==> src/inc/spd_pkg.sv <==
package spd_pkg;

  // Register byte offsets on the AXI4-Lite slave.
  localparam logic [7:0] OFF_CFG    = 8'h00;
  localparam logic [7:0] OFF_SECURE = 8'h04;
  localparam logic [7:0] OFF_OTPLD  = 8'h08;
  localparam logic [7:0] OFF_STATUS = 8'h0c;
  localparam logic [7:0] OFF_VEL    = 8'h10;
  localparam logic [7:0] OFF_ACC    = 8'h14;
  localparam logic [7:0] OFF_GOTO   = 8'h18;

  localparam logic [1:0] RESP_OKAY   = 2'h0;
  localparam logic [1:0] RESP_SLVERR = 2'h2;

  // Motion parameter word, stored at OFF_CFG from bit 0 upward.
  typedef struct packed {
    logic       cont_vel;
    logic       sleep_permit;
    logic [1:0] microstep_select;
    logic       shaft;
    logic [3:0] acc;
    logic [3:0] vmin;
    logic [3:0] vmax;
    logic [3:0] ihold;
    logic [3:0] irun;
  } spd_cfg_s;

  localparam int CFG_W = 25;
  localparam spd_cfg_s CFG_RESET = 25'h0000000;

  // Current codes.
  localparam logic [3:0] CUR_ZERO_CODE = 4'hf;
  localparam logic [3:0] CUR_LOW_CODE  = 4'h0;

  // Secure target layout.
  localparam int SEC_W     = 11;
  localparam int SEC_OTP_W = 9;
  localparam int POS_W     = 16;
  localparam int SEC_PAD   = 5;
  localparam logic [8:0] SEC_DISABLE = 9'h100;
  localparam logic [10:0] SEC_RESET  = 11'h000;

  // Decoded microstep resolution, one-hot: 1/2, 1/4, 1/8, 1/16.
  localparam logic [3:0] STEP_HALF = 4'h1;
  localparam logic [3:0] STEP_QRT  = 4'h2;
  localparam logic [3:0] STEP_8TH  = 4'h4;
  localparam logic [3:0] STEP_16TH = 4'h8;

  localparam int VMIN_SHIFT = 5;

  // Maximum velocity in full steps per second.
  localparam logic [9:0] VMAX_LUT [16] = '{
    10'h063, 10'h088, 10'h0a7, 10'h0c5, 10'h0d5, 10'h0e4, 10'h0f3,
    10'h111, 10'h12f, 10'h14e, 10'h16c, 10'h18b, 10'h1c8, 10'h222,
    10'h2d9, 10'h3cd};

  // Acceleration in full steps per second squared.
  localparam logic [15:0] ACC_LUT [16] = '{
    16'h0031, 16'h00da, 16'h03ec, 16'h0e19, 16'h1854, 16'h2290,
    16'h2c91, 16'h3692, 16'h4093, 16'h4a94, 16'h557e, 16'h5f7f,
    16'h6980, 16'h7382, 16'h886d, 16'h9c6f};

  typedef enum logic [3:0] {
    CUR_RUN  = 4'b0001,
    CUR_HOLD = 4'b0010,
    CUR_DROP = 4'b0100,
    CUR_OFF  = 4'b1000
  } spd_cur_e;

endpackage : spd_pkg

==> src/logic/spd_param_decode.sv <==
// The implementer's own choices: the AXI4-Lite interface to the registers and the register offsets.
`timescale 1ns/10ps
// How it works
// - At standstill the coil current falls from the run code to the hold code.
// - A hold code of all ones first drops to code zero, then stops the PWM and grounds the low-side switches.
// - The two-bit resolution field selects half, quarter, eighth or sixteenth stepping.
// - The shaft bit sets rotation sense and is ignored in continuous velocity mode.
// - Link loss or error-counter overflow sends the motor to the secure target.
// - A secure target whose upper nine bits read 100 0000 00 disables this, and the motor stays where it is.
// - The 11-bit secure target is the top of the 16-bit position, low bits zero.
// - The 9-bit nonvolatile copy loads into RAM with its two low bits zero.
// - Ramp rate, top speed and bottom speed come from their codes; bottom equals top times code over 32, code zero meaning equal.
// - With sleep permitted, a link timeout always requests sleep.
// - Without permission a timeout holds the motor stopped, except on a failure (no request) or from standby or shutdown (sleep requested).
// - A sleep command requests sleep when permitted and stop otherwise.
module spd_param_decode
  import spd_pkg::*;
(
  // Clock and reset
  input  wire logic        REF_CLK,
  input  wire logic        RST,
  // AXI4-Lite write
  input  wire logic [7:0]  AWADDR,
  input  wire logic        AWVALID,
  output logic             AWREADY,
  input  wire logic [31:0] WDATA,
  input  wire logic [3:0]  WSTRB,
  input  wire logic        WVALID,
  output logic             WREADY,
  output logic [1:0]       BRESP,
  output logic             BVALID,
  input  wire logic        BREADY,
  // AXI4-Lite read
  input  wire logic [7:0]  ARADDR,
  input  wire logic        ARVALID,
  output logic             ARREADY,
  output logic [31:0]      RDATA,
  output logic [1:0]       RRESP,
  output logic             RVALID,
  input  wire logic        RREADY,
  // Motion and link events
  input  wire logic        MOTOR_MOVING,
  input  wire logic        LIN_LOST,
  input  wire logic        LIN_ERR_OVF,
  input  wire logic        LIN_TIMEOUT,
  input  wire logic        LIN_SLEEP_CMD,
  input  wire logic        IN_STANDBY,
  input  wire logic        IN_SHUTDOWN,
  input  wire logic        FAILURE,
  input  wire logic [15:0] ACT_POS,
  // Nonvolatile image
  input  wire logic [8:0]  OTP_SECURE,
  input  wire logic        OTP_LOAD,
  // Coil drive
  output logic [3:0]       COIL_CUR_CODE,
  output logic             PWM_EN,
  output logic             BOTTOM_GND,
  // Motion profile
  output logic [3:0]       STEP_RES,
  output logic             DIR_CW,
  output logic [9:0]       VMAX_FS,
  output logic [9:0]       VMIN_FS,
  output logic [15:0]      ACC_FS,
  output logic [15:0]      GOTO_POS,
  output logic             GOTO_EN,
  // Power state requests
  output logic             SLEEP_REQ,
  output logic             STOP_REQ
);
  import spd_pkg::*;

  spd_cfg_s    cfg_reg;
  logic [10:0] secure_target_reg;
  spd_cur_e    cur_reg;
  logic        aw_full_reg;
  logic        w_full_reg;
  logic [7:0]  aw_addr_reg;
  logic [31:0] w_data_reg;
  logic [3:0]  w_strb_reg;
  logic        wr_fire;
  logic        wr_hit;
  logic [31:0] rd_word;
  logic        rd_hit;
  logic        sec_off;
  logic        lose_evt;
  logic [13:0] vmin_prod;
  logic [9:0]  vmax_next;
  logic [9:0]  vmin_next;

  assign wr_fire   = aw_full_reg && w_full_reg && !BVALID;
  assign lose_evt  = LIN_LOST || LIN_ERR_OVF;
  assign sec_off   = secure_target_reg[SEC_W-1:2] == SEC_DISABLE;
  assign vmax_next = VMAX_LUT[cfg_reg.vmax];
  assign vmin_prod = vmax_next * cfg_reg.vmin;
  // The product is 14 bits wide; the scaled result always fits 10 bits.
  assign vmin_next = (cfg_reg.vmin == 4'h0) ? vmax_next
                   : 10'(vmin_prod >> VMIN_SHIFT);

  // Address and data are caught separately so either may arrive first.
  always_ff @(posedge REF_CLK)
  begin
    if (RST)
    begin
      aw_full_reg <= 1'b0;
      aw_addr_reg <= 8'h00;
    end
    else if (AWVALID && AWREADY)
    begin
      aw_full_reg <= 1'b1;
      aw_addr_reg <= AWADDR;
    end
    else if (wr_fire)
      aw_full_reg <= 1'b0;
  end

  always_ff @(posedge REF_CLK)
  begin
    if (RST)
    begin
      w_full_reg <= 1'b0;
      w_data_reg <= 32'h00000000;
      w_strb_reg <= 4'h0;
    end
    else if (WVALID && WREADY)
    begin
      w_full_reg <= 1'b1;
      w_data_reg <= WDATA;
      w_strb_reg <= WSTRB;
    end
    else if (wr_fire)
      w_full_reg <= 1'b0;
  end

  always_ff @(posedge REF_CLK)
  begin
    if (RST)
    begin
      AWREADY <= 1'b0;
      WREADY  <= 1'b0;
    end
    else
    begin
      AWREADY <= !aw_full_reg && !(AWVALID && AWREADY);
      WREADY  <= !w_full_reg && !(WVALID && WREADY);
    end
  end

  always_comb
  begin
    wr_hit = (aw_addr_reg == OFF_CFG) || (aw_addr_reg == OFF_SECURE)
          || (aw_addr_reg == OFF_OTPLD);
  end

  always_ff @(posedge REF_CLK)
  begin
    if (RST)
    begin
      BVALID <= 1'b0;
      BRESP  <= RESP_OKAY;
    end
    else if (wr_fire)
    begin
      BVALID <= 1'b1;
      BRESP  <= wr_hit ? RESP_OKAY : RESP_SLVERR;
    end
    else if (BREADY)
      BVALID <= 1'b0;
  end

  // Byte strobes are honoured per byte on the parameter word; the secure target takes a write only with both low strobes set.
  always_ff @(posedge REF_CLK)
  begin
    if (RST)
      cfg_reg <= CFG_RESET;
    else if (wr_fire && aw_addr_reg == OFF_CFG)
    begin
      for (int b = 0; b < 4; b++)
        if (w_strb_reg[b])
          for (int i = 0; i < 8; i++)
            if (b * 8 + i < CFG_W)
              cfg_reg[b*8+i] <= w_data_reg[b*8+i];
    end
  end

  // A nonvolatile reload beats a software write in the same cycle.
  always_ff @(posedge REF_CLK)
  begin
    if (RST)
      secure_target_reg <= SEC_RESET;
    else if (OTP_LOAD || (wr_fire && aw_addr_reg == OFF_OTPLD
                          && w_data_reg[0]))
      secure_target_reg <= {OTP_SECURE, 2'b00};
    else if (wr_fire && aw_addr_reg == OFF_SECURE && w_strb_reg[0]
             && w_strb_reg[1])
      secure_target_reg <= w_data_reg[SEC_W-1:0];
  end

  always_comb
  begin
    rd_hit  = 1'b1;
    rd_word = 32'h00000000;
    unique case (ARADDR)
      OFF_CFG:    rd_word = {7'h00, cfg_reg};
      OFF_SECURE: rd_word = {21'h000000, secure_target_reg};
      OFF_OTPLD:  rd_word = 32'h00000000;
      OFF_STATUS: rd_word = {16'h0000, 4'h0, cur_reg, COIL_CUR_CODE,
                             SLEEP_REQ, STOP_REQ, PWM_EN, BOTTOM_GND};
      OFF_VEL:    rd_word = {6'h00, VMIN_FS, 6'h00, VMAX_FS};
      OFF_ACC:    rd_word = {16'h0000, ACC_FS};
      OFF_GOTO:   rd_word = {15'h0000, GOTO_EN, GOTO_POS};
      default:    rd_hit  = 1'b0;
    endcase
  end

  always_ff @(posedge REF_CLK)
  begin
    if (RST)
    begin
      ARREADY <= 1'b0;
      RVALID  <= 1'b0;
      RDATA   <= 32'h00000000;
      RRESP   <= RESP_OKAY;
    end
    else if (ARVALID && ARREADY)
    begin
      ARREADY <= 1'b0;
      RVALID  <= 1'b1;
      RDATA   <= rd_word;
      RRESP   <= rd_hit ? RESP_OKAY : RESP_SLVERR;
    end
    else if (RVALID)
    begin
      if (RREADY)
        RVALID <= 1'b0;
    end
    else
      ARREADY <= 1'b1;
  end

  // Current sequencer; the zero-current case passes through code zero
  // for one cycle so the regulator never switches off at run current.
  always_ff @(posedge REF_CLK)
  begin
    if (RST)
      cur_reg <= CUR_HOLD;
    else if (MOTOR_MOVING)
      cur_reg <= CUR_RUN;
    else
    begin
      unique case (cur_reg)
        CUR_RUN:  cur_reg <= (cfg_reg.ihold == CUR_ZERO_CODE) ? CUR_DROP
                                                              : CUR_HOLD;
        CUR_HOLD: cur_reg <= (cfg_reg.ihold == CUR_ZERO_CODE) ? CUR_DROP
                                                              : CUR_HOLD;
        CUR_DROP: cur_reg <= CUR_OFF;
        CUR_OFF:  cur_reg <= (cfg_reg.ihold == CUR_ZERO_CODE) ? CUR_OFF
                                                              : CUR_HOLD;
        default:  cur_reg <= CUR_HOLD;
      endcase
    end
  end

  always_ff @(posedge REF_CLK)
  begin
    if (RST)
    begin
      COIL_CUR_CODE <= CUR_LOW_CODE;
      PWM_EN        <= 1'b1;
      BOTTOM_GND    <= 1'b0;
    end
    else
    begin
      // code per state
      // A zero hold code never shows before the lowest code has been driven.
      COIL_CUR_CODE <= (cur_reg == CUR_RUN) ? cfg_reg.irun
                     : (cur_reg == CUR_HOLD
                        && cfg_reg.ihold != CUR_ZERO_CODE) ? cfg_reg.ihold
                     : CUR_LOW_CODE;
      PWM_EN        <= cur_reg != CUR_OFF;
      BOTTOM_GND    <= cur_reg == CUR_OFF;
    end
  end

  always_ff @(posedge REF_CLK)
  begin
    if (RST)
    begin
      STEP_RES <= STEP_HALF;
      DIR_CW   <= 1'b0;
    end
    else
    begin
      unique case (cfg_reg.microstep_select)
        2'h0: STEP_RES <= STEP_HALF;
        2'h1: STEP_RES <= STEP_QRT;
        2'h2: STEP_RES <= STEP_8TH;
        2'h3: STEP_RES <= STEP_16TH;
      endcase
      if (!cfg_reg.cont_vel)
        DIR_CW <= cfg_reg.shaft;
    end
  end

  always_ff @(posedge REF_CLK)
  begin
    if (RST)
    begin
      VMAX_FS <= 10'h000;
      VMIN_FS <= 10'h000;
      ACC_FS  <= 16'h0000;
    end
    else
    begin
      VMAX_FS <= vmax_next;
      VMIN_FS <= vmin_next;
      ACC_FS  <= ACC_LUT[cfg_reg.acc];
    end
  end

  always_ff @(posedge REF_CLK)
  begin
    if (RST)
    begin
      GOTO_EN  <= 1'b0;
      GOTO_POS <= 16'h0000;
    end
    else
    begin
      GOTO_EN <= lose_evt;
      if (lose_evt)
        GOTO_POS <= sec_off ? ACT_POS
                  : {secure_target_reg, {SEC_PAD{1'b0}}};
    end
  end

  // Requests are one-cycle pulses; the power manager latches them.
  always_ff @(posedge REF_CLK)
  begin
    if (RST)
    begin
      SLEEP_REQ <= 1'b0;
      STOP_REQ  <= 1'b0;
    end
    else
    begin
      SLEEP_REQ <= (LIN_TIMEOUT && (cfg_reg.sleep_permit || IN_STANDBY
                                    || IN_SHUTDOWN))
                || (LIN_SLEEP_CMD && cfg_reg.sleep_permit);
      STOP_REQ  <= (LIN_TIMEOUT && !cfg_reg.sleep_permit && !IN_STANDBY
                    && !IN_SHUTDOWN && !FAILURE)
                || (LIN_SLEEP_CMD && !cfg_reg.sleep_permit);
    end
  end
endmodule : spd_param_decode

==> config.mk <==
export PLATFORM = sky130hd
export DESIGN_NAME = spd_param_decode
export DESIGN_NICKNAME = d
export VERILOG_FILES = /design/src/inc/spd_pkg.sv /design/src/logic/spd_param_decode.sv
export SDC_FILE = /design/constraint.sdc
export NUM_CORES = 1
export LEC_CHECK = 0
export BUFFER_PORTS_ARGS = -buffer_cell sky130_fd_sc_hd__buf_2
export CORE_MARGIN = 4
export CORE_UTILIZATION = 30
export CTS_CLUSTER_DIAMETER = 120
export DETAILED_ROUTE_END_ITERATION = 8
export MAX_ROUTING_LAYER = met4
export PLACE_DENSITY = 0.53
export SYNTH_ARGS = -nofsm -noshare
export SYNTH_HDL_FRONTEND = slang
export SYNTH_SLANG_ARGS = --single-unit
==> constraint.sdc <==
create_clock -name REF_CLK -period 4.2 [get_ports REF_CLK]
set_input_delay 1.05 -clock REF_CLK [delete_from_list [all_inputs] [get_ports REF_CLK]]
set_output_delay 1.05 -clock REF_CLK [all_outputs]
set_load 0.1 [all_outputs]
**Yosys cells after proc, flatten, opt, wreduce, memory -nomap -nowiden**

Memories as Yosys holds them, arrays and structs flattened. A register that Yosys moved wholly into a read port is not among the register bits.
Index checks and enable logic that the tools add are counted.

- Flip-flop bits (word level): 170
- Memory bits (read-only): 416
- Input bits: 93
- Output and inout bits: 107
- Logic and storage cells: 145
- Memories: 2

- $mul: 1
- Magnitude comparators: 1
- Equality and inequality tests: 19
- Muxes and demuxes: 25
- Bitwise logic cells: 3
- Reductions and logical operators: 56

Memory list:

| memory | depth | bits a word | rd ports | clocked after Yosys merged registers in | write ports | line | text |
|---|---|---|---|---|---|---|---|
| (name not given) | 16 | 16 | 1 | 1 | 0 | spd_param_decode.sv:316 | `ACC_FS <= ACC_LUT[cfg_reg.acc];` |
| (name not given) | 16 | 10 | 1 | 0 | 0 | spd_param_decode.sv:93 | `assign vmax_next = VMAX_LUT[cfg_reg.vmax];` |

Operators with widths:

| kind | number |
|---|---|
| $pmux 26 s6 | 1 |
| $eq 8x4->1 const B | 3 |
| $eq 8x5->1 const B | 3 |
| $mux 11 | 2 |
| $logic_and 1x1->1 | 21 |
| $mux 10 | 2 |
| $eq 8x3->1 const B | 2 |
| $logic_not 8->1 | 2 |
| $mux 16 | 1 |
| $pmux 4 s4 | 1 |
| $mul 10x4->14 | 1 |
| $mux 4 | 3 |
| $pmux 4 s3 | 1 |
| $not 4->5 | 2 |
| $reduce_or 2->1 | 5 |
| $eq 9x9->1 const B | 1 |
| $logic_not 1->1 | 9 |
| $mux 1 | 9 |
| $mux 9 | 1 |
| $eq 4x4->1 const B | 2 |
| $logic_or 1x1->1 | 8 |
| $ne 4x4->1 const B | 2 |
| $reduce_and 2->1 | 4 |
| $reduce_bool 2->1 | 4 |
| 12 further kinds | 15 |

**Depth between registers and ports, before layout**

Gate-level depths: netlist of run 1.

- Depth in word-level cells: 7
- Depth in mapped cells: 18
- Mapped depth without buffers: 18

**Worst setup path after synthesis of run 1**

Ideal clock, no wire load.

- Path type: register to register
- Start point: register cfg_reg[8] (netlist name)
- End point: register VMIN_FS[6]
- Library setup time: 117 ps
- Arrival: 3957 ps
- Required time: 4083 ps
- Slack: 126 ps
- Stages on the path, launching flop included: 18
- Buffers on the path: 0
- Clock period less this slack: 4074 ps
- Cell sequence: dfxtp_1 > inv_1 > ha_1 > nor2_1 > nor2_1 > o21ai_0 > o21ai_0 > and2_1 > fa_1 > inv_1 > fa_1 > inv_1 > ha_1 > o2111ai_1 > a2111oi_4 > o2111ai_1 > a21o_1 > a32o_1

- Cells in the longest elaborated chain, start to end: 6

RTL lines:

| item | line | text |
|---|---|---|
| from (decl) | spd_param_decode.sv:72 | `spd_cfg_s cfg_reg;` |
| from (signal, indexed assignment) | spd_param_decode.sv:181 | `cfg_reg[b*8+i] <= w_data_reg[b*8+i];` |
| $not 4->5 (not written as such) * | spd_param_decode.sv:93 |  |
| $mem_v2 16x10 * | - |  |
| $mux 10 (not written as such) * (2 in series) | spd_param_decode.sv:93 |  |
| $mul 10x4->14 | spd_param_decode.sv:94 | `assign vmin_prod = vmax_next * cfg_reg.vmin;` |
| $mux 9 * | spd_param_decode.sv:96 | `assign vmin_next = (cfg_reg.vmin == 4'h0) ? vmax_next` |
| to (signal assigned) | spd_param_decode.sv:315 | `VMIN_FS <= vmin_next;` |
| to (decl) | spd_param_decode.sv:62 | `output logic [9:0] VMIN_FS,` |

Every way passes the cells marked *; elsewhere a longest branch is shown, timed or not. The select of a mux whose other input is x is not followed.
A chain may end at the register's enable or synchronous reset.

**Worst setup path in the final report of run 1**

Ends and elaborated chain as after synthesis.

==> results of run 1 <==
layout by cell type, fill, tap and decap left out, types with 6 or more instances in the layout:
cell         n
a211oi_1    17
a21oi_1    124
a221oi_1     7
a22o_1      20
a22oi_1     11
a311oi_1     9
and2_1      29
and3_1       6
buf_2      183
buf_4       56
clkbuf_16   17
conb_1       8
dfxtp_1    175
fa_1        15
ha_1        28
inv_1       40
mux2i_1     30
nand2_1    169
nand2b_1     9
nand3_1     30
nor2_1      81
nor2b_1     15
nor3_1      27
nor4_1       8
o21ai_0     28
repair_timing:
| action | 4_1_cts | 5_1_grt |
|---|---|---|
| gates resized for setup | 6 | 31 |
| pin swaps | 1 | 11 |
| endpoints found under the setup margin | 6 | 9 |
layer usage:
metal | up-vias | share of wire
met2 | 239 | 0.43
met3 | 40 | 0.063
met4 | 0 | 0.022
met5 | - | 0
li1 | 4053 | -
met1 | 3829 | 0.48
worst max-delay path by stage:
stage	to	slack (ps)	cells past startpoint
after floorplan	VMIN_FS[6]$_SDFF_PP0_	130	17
after global placement	VMIN_FS[5]$_SDFF_PP0_	-50	14
after detailed placement	VMIN_FS[5]$_SDFF_PP0_	-60	14
after CTS	VMIN_FS[5]$_SDFF_PP0_	-8	18
after global routing	VMIN_FS[6]$_SDFF_PP0_	-30	16
final	VMIN_FS[6]$_SDFF_PP0_	120	15
power breakdown:
part           leakage [nW]  internal [W]  switching (W)
sequential             1.45       0.00174      0.0000521
combinational          2.95     0.0000991       0.000351
clock                 0.296      0.000907       0.000772
total                  4.70       0.00274        0.00117
logic make-up after synthesis:
family | count (synthesis) | share of synthesized area
fa+ha+maj | 48 | 0.08183
buf+inv | 113 | 0.05426
other cells | 1 | 0.0004303
flops | 178 | 0.4088
xor+xnor | 5 | 0.005024
mux | 30 | 0.03445
compound gates | 259 | 0.1894
simple gates | 417 | 0.2258
metrics by stage:
| stage | hold WS, ps | instances |
|---|---|---|
| floorplan | 418.7 | 1058 |
| global placement | 426.6 | 1613 |
| detailed placement | 433.0 | 1613 |
| CTS | 442.1 | 1645 |
| global route | 473.4 | 1648 |
| finish | 437.4 | 1648 |
cell type report:
type / count / area share
multi-input cells: 767 / 0.4401
flip-flops and latches: 178 / 0.3227
repair buffers: 240 / 0.1227
well taps: 384 / 0.04346
clock buffers: 17 / 0.03848
clock inverters: 15 / 0.01698
inverters: 44 / 0.01494
diodes: 3 / 0.0006791
worst min-delay path, delay by kind of cell (launching register included):
family        cells  cell delay [ps]
simple gates      2               90
flops             1              310
==> results.yml, run 1 <==
run_status:
  status: "finished, final reports clean"
place:
  io_buffers: 184
  dpl_cell_area_mm2: 0.01028
  place_ws_ps: -64.12
  place_congestion: 0.9054
  dp_hpwl_um: 22120
worst_hold_path:
  hp-class: "flop to flop"
  holdCritStartpoint: "RDATA[20]$_SDFFE_PP0P_"
  hold_end: "RDATA[20]$_SDFFE_PP0P_"
  holdPathStages: 2
synthesis:
  synth_top_area_frac: 0.4088
  yosysWarnings: 0
  synthesis.area_mm2: 0.008716
  syn-instance-count: 1051
  synthMostInstantiatedCell: "dfxtp_1"
  synth_edf_count: 0
  synth_area_leaders: "dfxtp_1 41%, a21oi_1 7.3%, nand2_1 7.3%"
  synthFlopType: "dfxtp_1"
  ys_ff_latch: 178
  synth_seq_area_share: 0.4088
  synth_top_cell_by_area: "dfxtp_1"
  synth_commonest_cells: "178 x dfxtp_1, 169 x nand2_1, 127 x a21oi_1"
  ys_types: 70
  avgSynthCellArea_um2: 8.293
  postSynth.asyncResetShare: 0
sta:
  relSlewSlack: 0.3121
  tns_ps: 0
  layout_setup_ws_ps: 117.4
  fin_skew_ps: 13.35
  setup_viol: 0
  min_period_over_period: 0.9721
  hold_viol: 0
  finalMaxSlewViolations: 0
  worstMarginPinSlew_ps: 1032
  layout_min_cycle_time_ps: 4083
  clock.fmax_ghz: 0.2449
die:
  rows: 62
  die_h_um: 178.5
  die_area_mm2: 0.03184
  coreArea_mm2: 0.02870
  initial_core_util: 0.3037
  io_pins: 200
  fp.dieW_um: 178.5
pwr:
  p_per_area_mw_per_mm2: 354.4
  p_leak_nw: 4.702
  peakVddDrop_uv: 227.1
  totalPowerFinal_w: 0.003918
global_routing:
  antenna_found_initial: 3
  grt_pass1_vias: 7484
  grt_max_degree: 115
  grt_pass1_wl_um: 43280
  use_met1: 0.2577
  grt_use_total: 0.1815
  use_met3: 0.03285
  top_usage_layer: "met2"
  use_met2: 0.2612
  overflow: 0
cells_and_area:
  final_util: 0.3851
  register_area_mm2: 0.003567
  largest_register_ffs: 26
  nets: 1389
  stdcell_area_mm2: 0.01105
  drive_above_1_share: 0.2506
  fill_cells: 3055
  multi_input_area_mm2: 0.004865
  area_delta_synth_final_pct: 26.83
clocking:
  clk_pin_slew_worst_paths_ps: 70
  cts-buffers-inserted: 17
  cts.sinks: 178
  clk-insertion-delay-late_ps: 440
  h-tree-depth: 4
  cts_tree: "done"
  clk_path_buf_depth: 2
  ctsHoldBuffers: 0
  cts-root-buf: "clkbuf_16"
  postCtsSetupBuffers: 0
worst_setup_path:
  cp_max_fo: 5
  worstSetupPathType: "flop to flop"
  r2r-end: "VMIN_FS[6]$_SDFF_PP0_"
  required_ps: 4520
  startpoint_type: "flop"
  crit_chain: "buf_4 > ha_2 > and2_4 > nor3_4 > nor2_4 > and2_4 > fa_1 > fa_1 > ha_4 > nand4_1 > a2111oi_4 > buf_4 > o2111ai_4 > a21o_1 > a32o_1"
  critPathTopFamily: "adder cells"
  critPathLaunch: "cfg_reg[8]$_SDFFE_PP0P_"
  r2r_slack_ps: 120
  cpPeakStageDelay_ps: 520
  end_kind: "flop"
  slowest_stage: "fa_1"
  ff2ff_path_depth: 15
  cp_num_buf_inv: 2
  arrival_ps: 4410
  r2r_start: "cfg_reg[8]$_SDFFE_PP0P_"
route:
  vias_per_cell: 4.952
  wl_per_cell_um: 17.57
  drt_iter0_markers: 582
  antenna_left: 0
  dr.pass1.iters: 5
  routed_wl_um: 28960
  drc_errors: 0
  vias: 8161
flow_run:
  maxCapViolations: 0
Power figures use the tool's default switching activity.
==> inputs of run 2 (changes only) <==
--- a/config.mk
+++ b/config.mk
@@ -7,2 +7,3 @@
 export LEC_CHECK = 0
+export ABC_CLOCK_PERIOD_IN_PS = 4200
 export BUFFER_PORTS_ARGS = -buffer_cell sky130_fd_sc_hd__buf_2
@@ -13,3 +14,2 @@
 export MAX_ROUTING_LAYER = met4
-export PLACE_DENSITY = 0.53
 export SYNTH_ARGS = -nofsm -noshare
--- a/constraint.sdc
+++ b/constraint.sdc
@@ -3,2 +3,2 @@
 set_output_delay 1.05 -clock REF_CLK [all_outputs]
-set_load 0.1 [all_outputs]
+set_load 0.02 [all_outputs]
==> results.yml, run 2 (synthesis results as in run 1) <==
clocking:
  cts.sinks: 178
  clk_path_buf_depth: 2
  cts-root-buf: "clkbuf_16"
  cts_tree: "done"
  cts-buffers-inserted: 17
  clk_pin_slew_worst_paths_ps: 70
  clk-insertion-delay-late_ps: 430
  h-tree-depth: 4
  ctsHoldBuffers: 0
cells_and_area:
  final_util: 0.3880
  final_cell_mix: "183 x buf_2, 176 x dfxtp_1, 167 x nand2_1"
  area_delta_synth_final_pct: 27.78
  mostFrequentLayoutCell: "buf_2"
  drive_above_1_share: 0.2543
  stdcell_area_mm2: 0.01114
  largest_register_ffs: 26
  nets: 1394
  stdcell_count: 1652
worst_setup_path:
  r2r-end: "VMIN_FS[1]$_SDFF_PP0_"
  worstSetupPathType: "flop to flop"
  endpoint: "VMIN_FS[1]$_SDFF_PP0_"
  slowest_stage: "fa_1"
  ff2ff_path_depth: 15
  cp_max_fo: 4
  critPathLaunch: "cfg_reg[9]$_SDFFE_PP0P_"
  r2r_start: "cfg_reg[9]$_SDFFE_PP0P_"
  cpPeakStageDelay_ps: 490
  end_kind: "flop"
  startpoint_type: "flop"
  required_ps: 4530
  crit_chain: "buf_6 > inv_6 > ha_4 > and2_4 > nor3_4 > nor2_4 > and2_4 > fa_1 > fa_1 > ha_1 > nand4_1 > a2111o_1 > nor2b_4 > or4b_1 > a31oi_1"
  arrival_ps: 4430
  r2r_slack_ps: 110
sta:
  hold_viol: 0
  setup_viol: 0
  whs_ps: 439.3
  min_period_over_period: 0.9740
  finalMaxSlewViolations: 0
  fin_skew_ps: 12.71
  rsz0062_at_grt: "yes"
  worstMarginPinSlew_ps: 1039
  layout_min_cycle_time_ps: 4091
  clock.fmax_ghz: 0.2444
  relSlewSlack: 0.3070
pwr:
  p_per_area_mw_per_mm2: 328.0
  peakVddDrop_uv: 235.5
  p_leak_nw: 4.722
global_routing:
  grt_pass1_wl_um: 42770
  overflow: 0
  grt_pass1_vias: 7455
  grt_use_total: 0.1770
  grt_max_degree: 97
  antenna_found_initial: 2
die:
  die_area_mm2: 0.03184
  die_h_um: 178.5
  fp.dieW_um: 178.5
  io_pins: 200
  coreArea_mm2: 0.02870
  initial_core_util: 0.3037
  rows: 62
route:
  drt_iter0_markers: 661
  vias_per_cell: 4.926
  vias: 8137
  routed_wl_um: 28300
  dr.pass1.iters: 5
  wl_per_cell_um: 17.13
  drc_errors: 0
  antenna_left: 0
place:
  place_congestion: 0.9294
  dp_hpwl_um: 21710
  io_buffers: 184
  dp.cells: 1613
  dpl_cell_area_mm2: 0.01028
worst_hold_path:
  hp-class: "flop to flop"
flow_run:
  maxCapViolations: 0
run_status:
  status: "finished, final reports clean"
run 2: cell count changes in the layout (fill, tap and decap cells not counted), sizes merged:
cell | previous run | this run
clkinv | 5 | 3
clkinvlp | 2 | 4
diode | 3 | 2
inv | 50 | 49
clkbuf | 17 | 19
bufinv | 2 | 1
buf | 240 | 245
run 2: timing repair:
action | in CTS | in global routing
buffers inserted | 0 | 5
resized for setup | 8 | 47
setup endpoints to repair | 8 | 8
cloned | 0 | 0
pin swaps | 4 | 12
run 2: worst min path at each step:
stage                                   from                endpoint  slack, ps  cells after the start
floorplan           aw_full_reg$_SDFFE_PP0P_      AWREADY$_SDFF_PP0_        420                      1
global placement      RDATA[23]$_SDFFE_PP0P_  RDATA[23]$_SDFFE_PP0P_        420                      2
detailed placement    RDATA[23]$_SDFFE_PP0P_  RDATA[23]$_SDFFE_PP0P_        430                      2
CTS                   RDATA[23]$_SDFFE_PP0P_  RDATA[23]$_SDFFE_PP0P_        440                      2
global route          RDATA[23]$_SDFFE_PP0P_  RDATA[23]$_SDFFE_PP0P_        460                      2
finish                RDATA[23]$_SDFFE_PP0P_  RDATA[23]$_SDFFE_PP0P_        440                      2
run 2: worst max-delay path: cells and delay by family, from the launching register on:
family                     cells  cell delay [ps]
adders and majority gates      4             1390
and+or+nand+nor                7             1390
AOI/OAI and AO/OA              2              690
DFF                            1              350
buffers and inverters          2              180
run 2: cell type report:
cell class / instances / area, um^2
antenna: 2 / 5.005
clock inverter: 13 / 145.1
fill: 3065 / 17570
timing repair buffer: 245 / 1409
tap: 384 / 480.5
inverter: 44 / 170.2
sequential: 178 / 3568
clock buffer: 19 / 432.9
multi-input combinational: 767 / 4926
run 2: stage by stage:
stage	TNS, ps	total power (W)	setup WS (ps)
4_1_cts	0	0.003696	15.89
2_1_floorplan	0	0.001982	125.8
3_5_place_dp	-638.1	0.002102	-178.4
5_1_grt	-51.38	0.003796	-51.38
3_3_place_gp	-125.8	0.002098	-72.46
6_report	0	0.003652	109.0
run 2: routing by layer:
layer | wire [um] | vias up | track usage
li1 | - | 4049 | -
met1 | 13310 | 3778 | 0.2528
met2 | 12180 | 283 | 0.2532
met3 | 2374 | 27 | 0.04197
met4 | 433 | 0 | 0.04157
met5 | 0 | - | -
run 2: report_power, final:
part,switching [W],total (W),internal (W)
combinational,0.000174,0.000273,0.0000995
sequential,0.0000516,0.00179,0.00174
clock,0.000749,0.00159,0.000842
total,0.000974,0.00365,0.00268
==> inputs of run 3 (changes only) <==
- CELL_PAD_IN_SITES_DETAIL_PLACEMENT: not set -> 1
- CELL_PAD_IN_SITES_GLOBAL_PLACEMENT: not set -> 2
- CORE_UTILIZATION: 30 -> 28
- CTS_CLUSTER_DIAMETER: 120 -> not set
- PLACE_DENSITY_LB_ADDON: not set -> 0.1
==> results.yml, run 3 (synthesis results as in run 1) <==
global_routing:
  grt_max_degree: 114
  grt_use_total: 0.1899
  grt_pass1_vias: 8068
  grt_pass1_wl_um: 48350
  antenna_found_initial: 0
  overflow: 0
cells_and_area:
  largest_register_ffs: 26
  mostFrequentLayoutCell: "buf_2"
  drive_above_1_share: 0.2430
  final_util: 0.3568
  nets: 1383
  stdcell_area_mm2: 0.01094
  final_cell_mix: "183 x buf_2, 174 x dfxtp_1, 168 x nand2_1"
  area_delta_synth_final_pct: 25.55
  diodes: 0
sta:
  fin_skew_ps: 17.83
  rsz0062_at_grt: "yes"
  worstMarginPinSlew_ps: 1135
  min_period_over_period: 0.9581
  setup_viol: 0
  layout_min_cycle_time_ps: 4024
  finalMaxSlewViolations: 0
  relSlewSlack: 0.2436
  clock.fmax_ghz: 0.2485
  hold_viol: 0
worst_setup_path:
  slowest_stage: "fa_1"
  path_common_cell: "fa_1"
  r2r_slack_ps: 180
  cp_max_fo: 4
  cpPeakStageDelay_ps: 550
  cp_num_buf_inv: 2
  crit_chain: "buf_4 > ha_2 > nor2_1 > a31o_2 > nand2_1 > fa_1 > fa_1 > inv_1 > ha_1 > nand4_1 > a2111o_1 > nor2b_4 > or4b_1 > a31oi_1"
  startpoint_type: "flop"
  worstSetupPathType: "flop to flop"
  arrival_ps: 4370
  required_ps: 4550
  critPathTopFamily: "adder cells"
  end_kind: "flop"
place:
  dpl_cell_area_mm2: 0.01025
  io_buffers: 184
  dp_hpwl_um: 24840
  place_congestion: 0.8445
clocking:
  h-tree-depth: 4
  clk-insertion-delay-late_ps: 440
  cts-root-buf: "clkbuf_16"
  cts.sinks: 178
  cts-buffers-inserted: 17
  clk_pin_slew_worst_paths_ps: 70
  clk_path_buf_depth: 2
  cts_tree: "done"
  ctsHoldBuffers: 0
die:
  coreArea_mm2: 0.03067
  rows: 64
  io_pins: 200
  initial_core_util: 0.2842
  fp.dieW_um: 184.4
  die_h_um: 184.4
  die_area_mm2: 0.03401
route:
  antenna_left: 0
  drc_errors: 0
  routed_wl_um: 32060
  vias_per_cell: 4.888
  dr.pass1.iters: 4
  wl_per_cell_um: 19.42
  drt_iter0_markers: 532
  vias: 8070
flow_run:
  maxCapViolations: 0
run_status:
  status: "finished, final reports clean"
pwr:
  peakVddDrop_uv: 263.2
  p_leak_nw: 4.647
  p_per_area_mw_per_mm2: 331.9
worst_hold_path:
  hp-class: "flop to flop"
==> run 3: changes by cell type in the layout (fill, tap and decap cells not counted), sizes merged <==
cell	previous run	this run
buf	245	234
clkinv	3	5
clkinvlp	4	2
diode	2	0
bufinv	1	0
inv	49	50
==> run 3: final cells by class <==
type | count | area [um^2]
Inverter | 44 | 165.2
Fill cell | 3687 | 19730
Tap cell | 396 | 495.5
Clock buffer | 19 | 442.9
Clock inverter | 13 | 121.4
Timing Repair Buffer | 234 | 1319
Sequential cell | 178 | 3568
Multi-Input combinational cell | 767 | 4831
==> run 3: power by group <==
group / total (W) / switching (W) / leakage (nW) / internal, W
sequential: 0.00179 / 0.0000527 / 1.45 / 0.00174
combinational: 0.000278 / 0.000178 / 2.92 / 0.0000996
clock: 0.00156 / 0.000764 / 0.275 / 0.000800
==> run 3: layer usage <==
metal	GRT usage	up-vias	share of wire
met5	-	-	0
met4	0.03076	0	0.0067
met3	0.02980	13	0.047
met2	0.2714	178	0.42
met1	0.2866	3859	0.52
li1	-	4020	-
==> run 3: timing repair <==
action	4_1_cts	5_1_grt
endpoints found under the setup margin	2	8
pin swaps	1	4
buffers inserted	0	0
resized for setup	3	31
==> run 3: worst min-delay path: stages (launching register included) <==
cell and delay (ps):
dfxtp_1 310, nand2_1 50, nand2_1 40
==> run 3: worst paths after layout <==
check | from | to | cells past startpoint
worst max-delay path | cfg_reg[8]$_SDFFE_PP0P_ | VMIN_FS[1]$_SDFF_PP0_ | 14
worst min-delay path | RDATA[23]$_SDFFE_PP0P_ | RDATA[23]$_SDFFE_PP0P_ | 2
worst max register to register | cfg_reg[8]$_SDFFE_PP0P_ | VMIN_FS[1]$_SDFF_PP0_ | 14
worst min register to register | RDATA[23]$_SDFFE_PP0P_ | RDATA[23]$_SDFFE_PP0P_ | 2
==> run 3: metrics by stage <==
step           instances  power, W  hold slack [ps]  worst slack, ps  setup TNS [ps]
2_1_floorplan       1058  0.001982            418.7            125.8               0
3_3_place_gp        1619  0.002108            422.6            15.21               0
3_5_place_dp        1619  0.002112            434.1           -9.714          -18.53
4_1_cts             1651  0.003688            445.0            9.001               0
5_1_grt             1651  0.003790            476.2           -3.359          -4.662
6_report            1651  0.003632            441.5            176.1               0
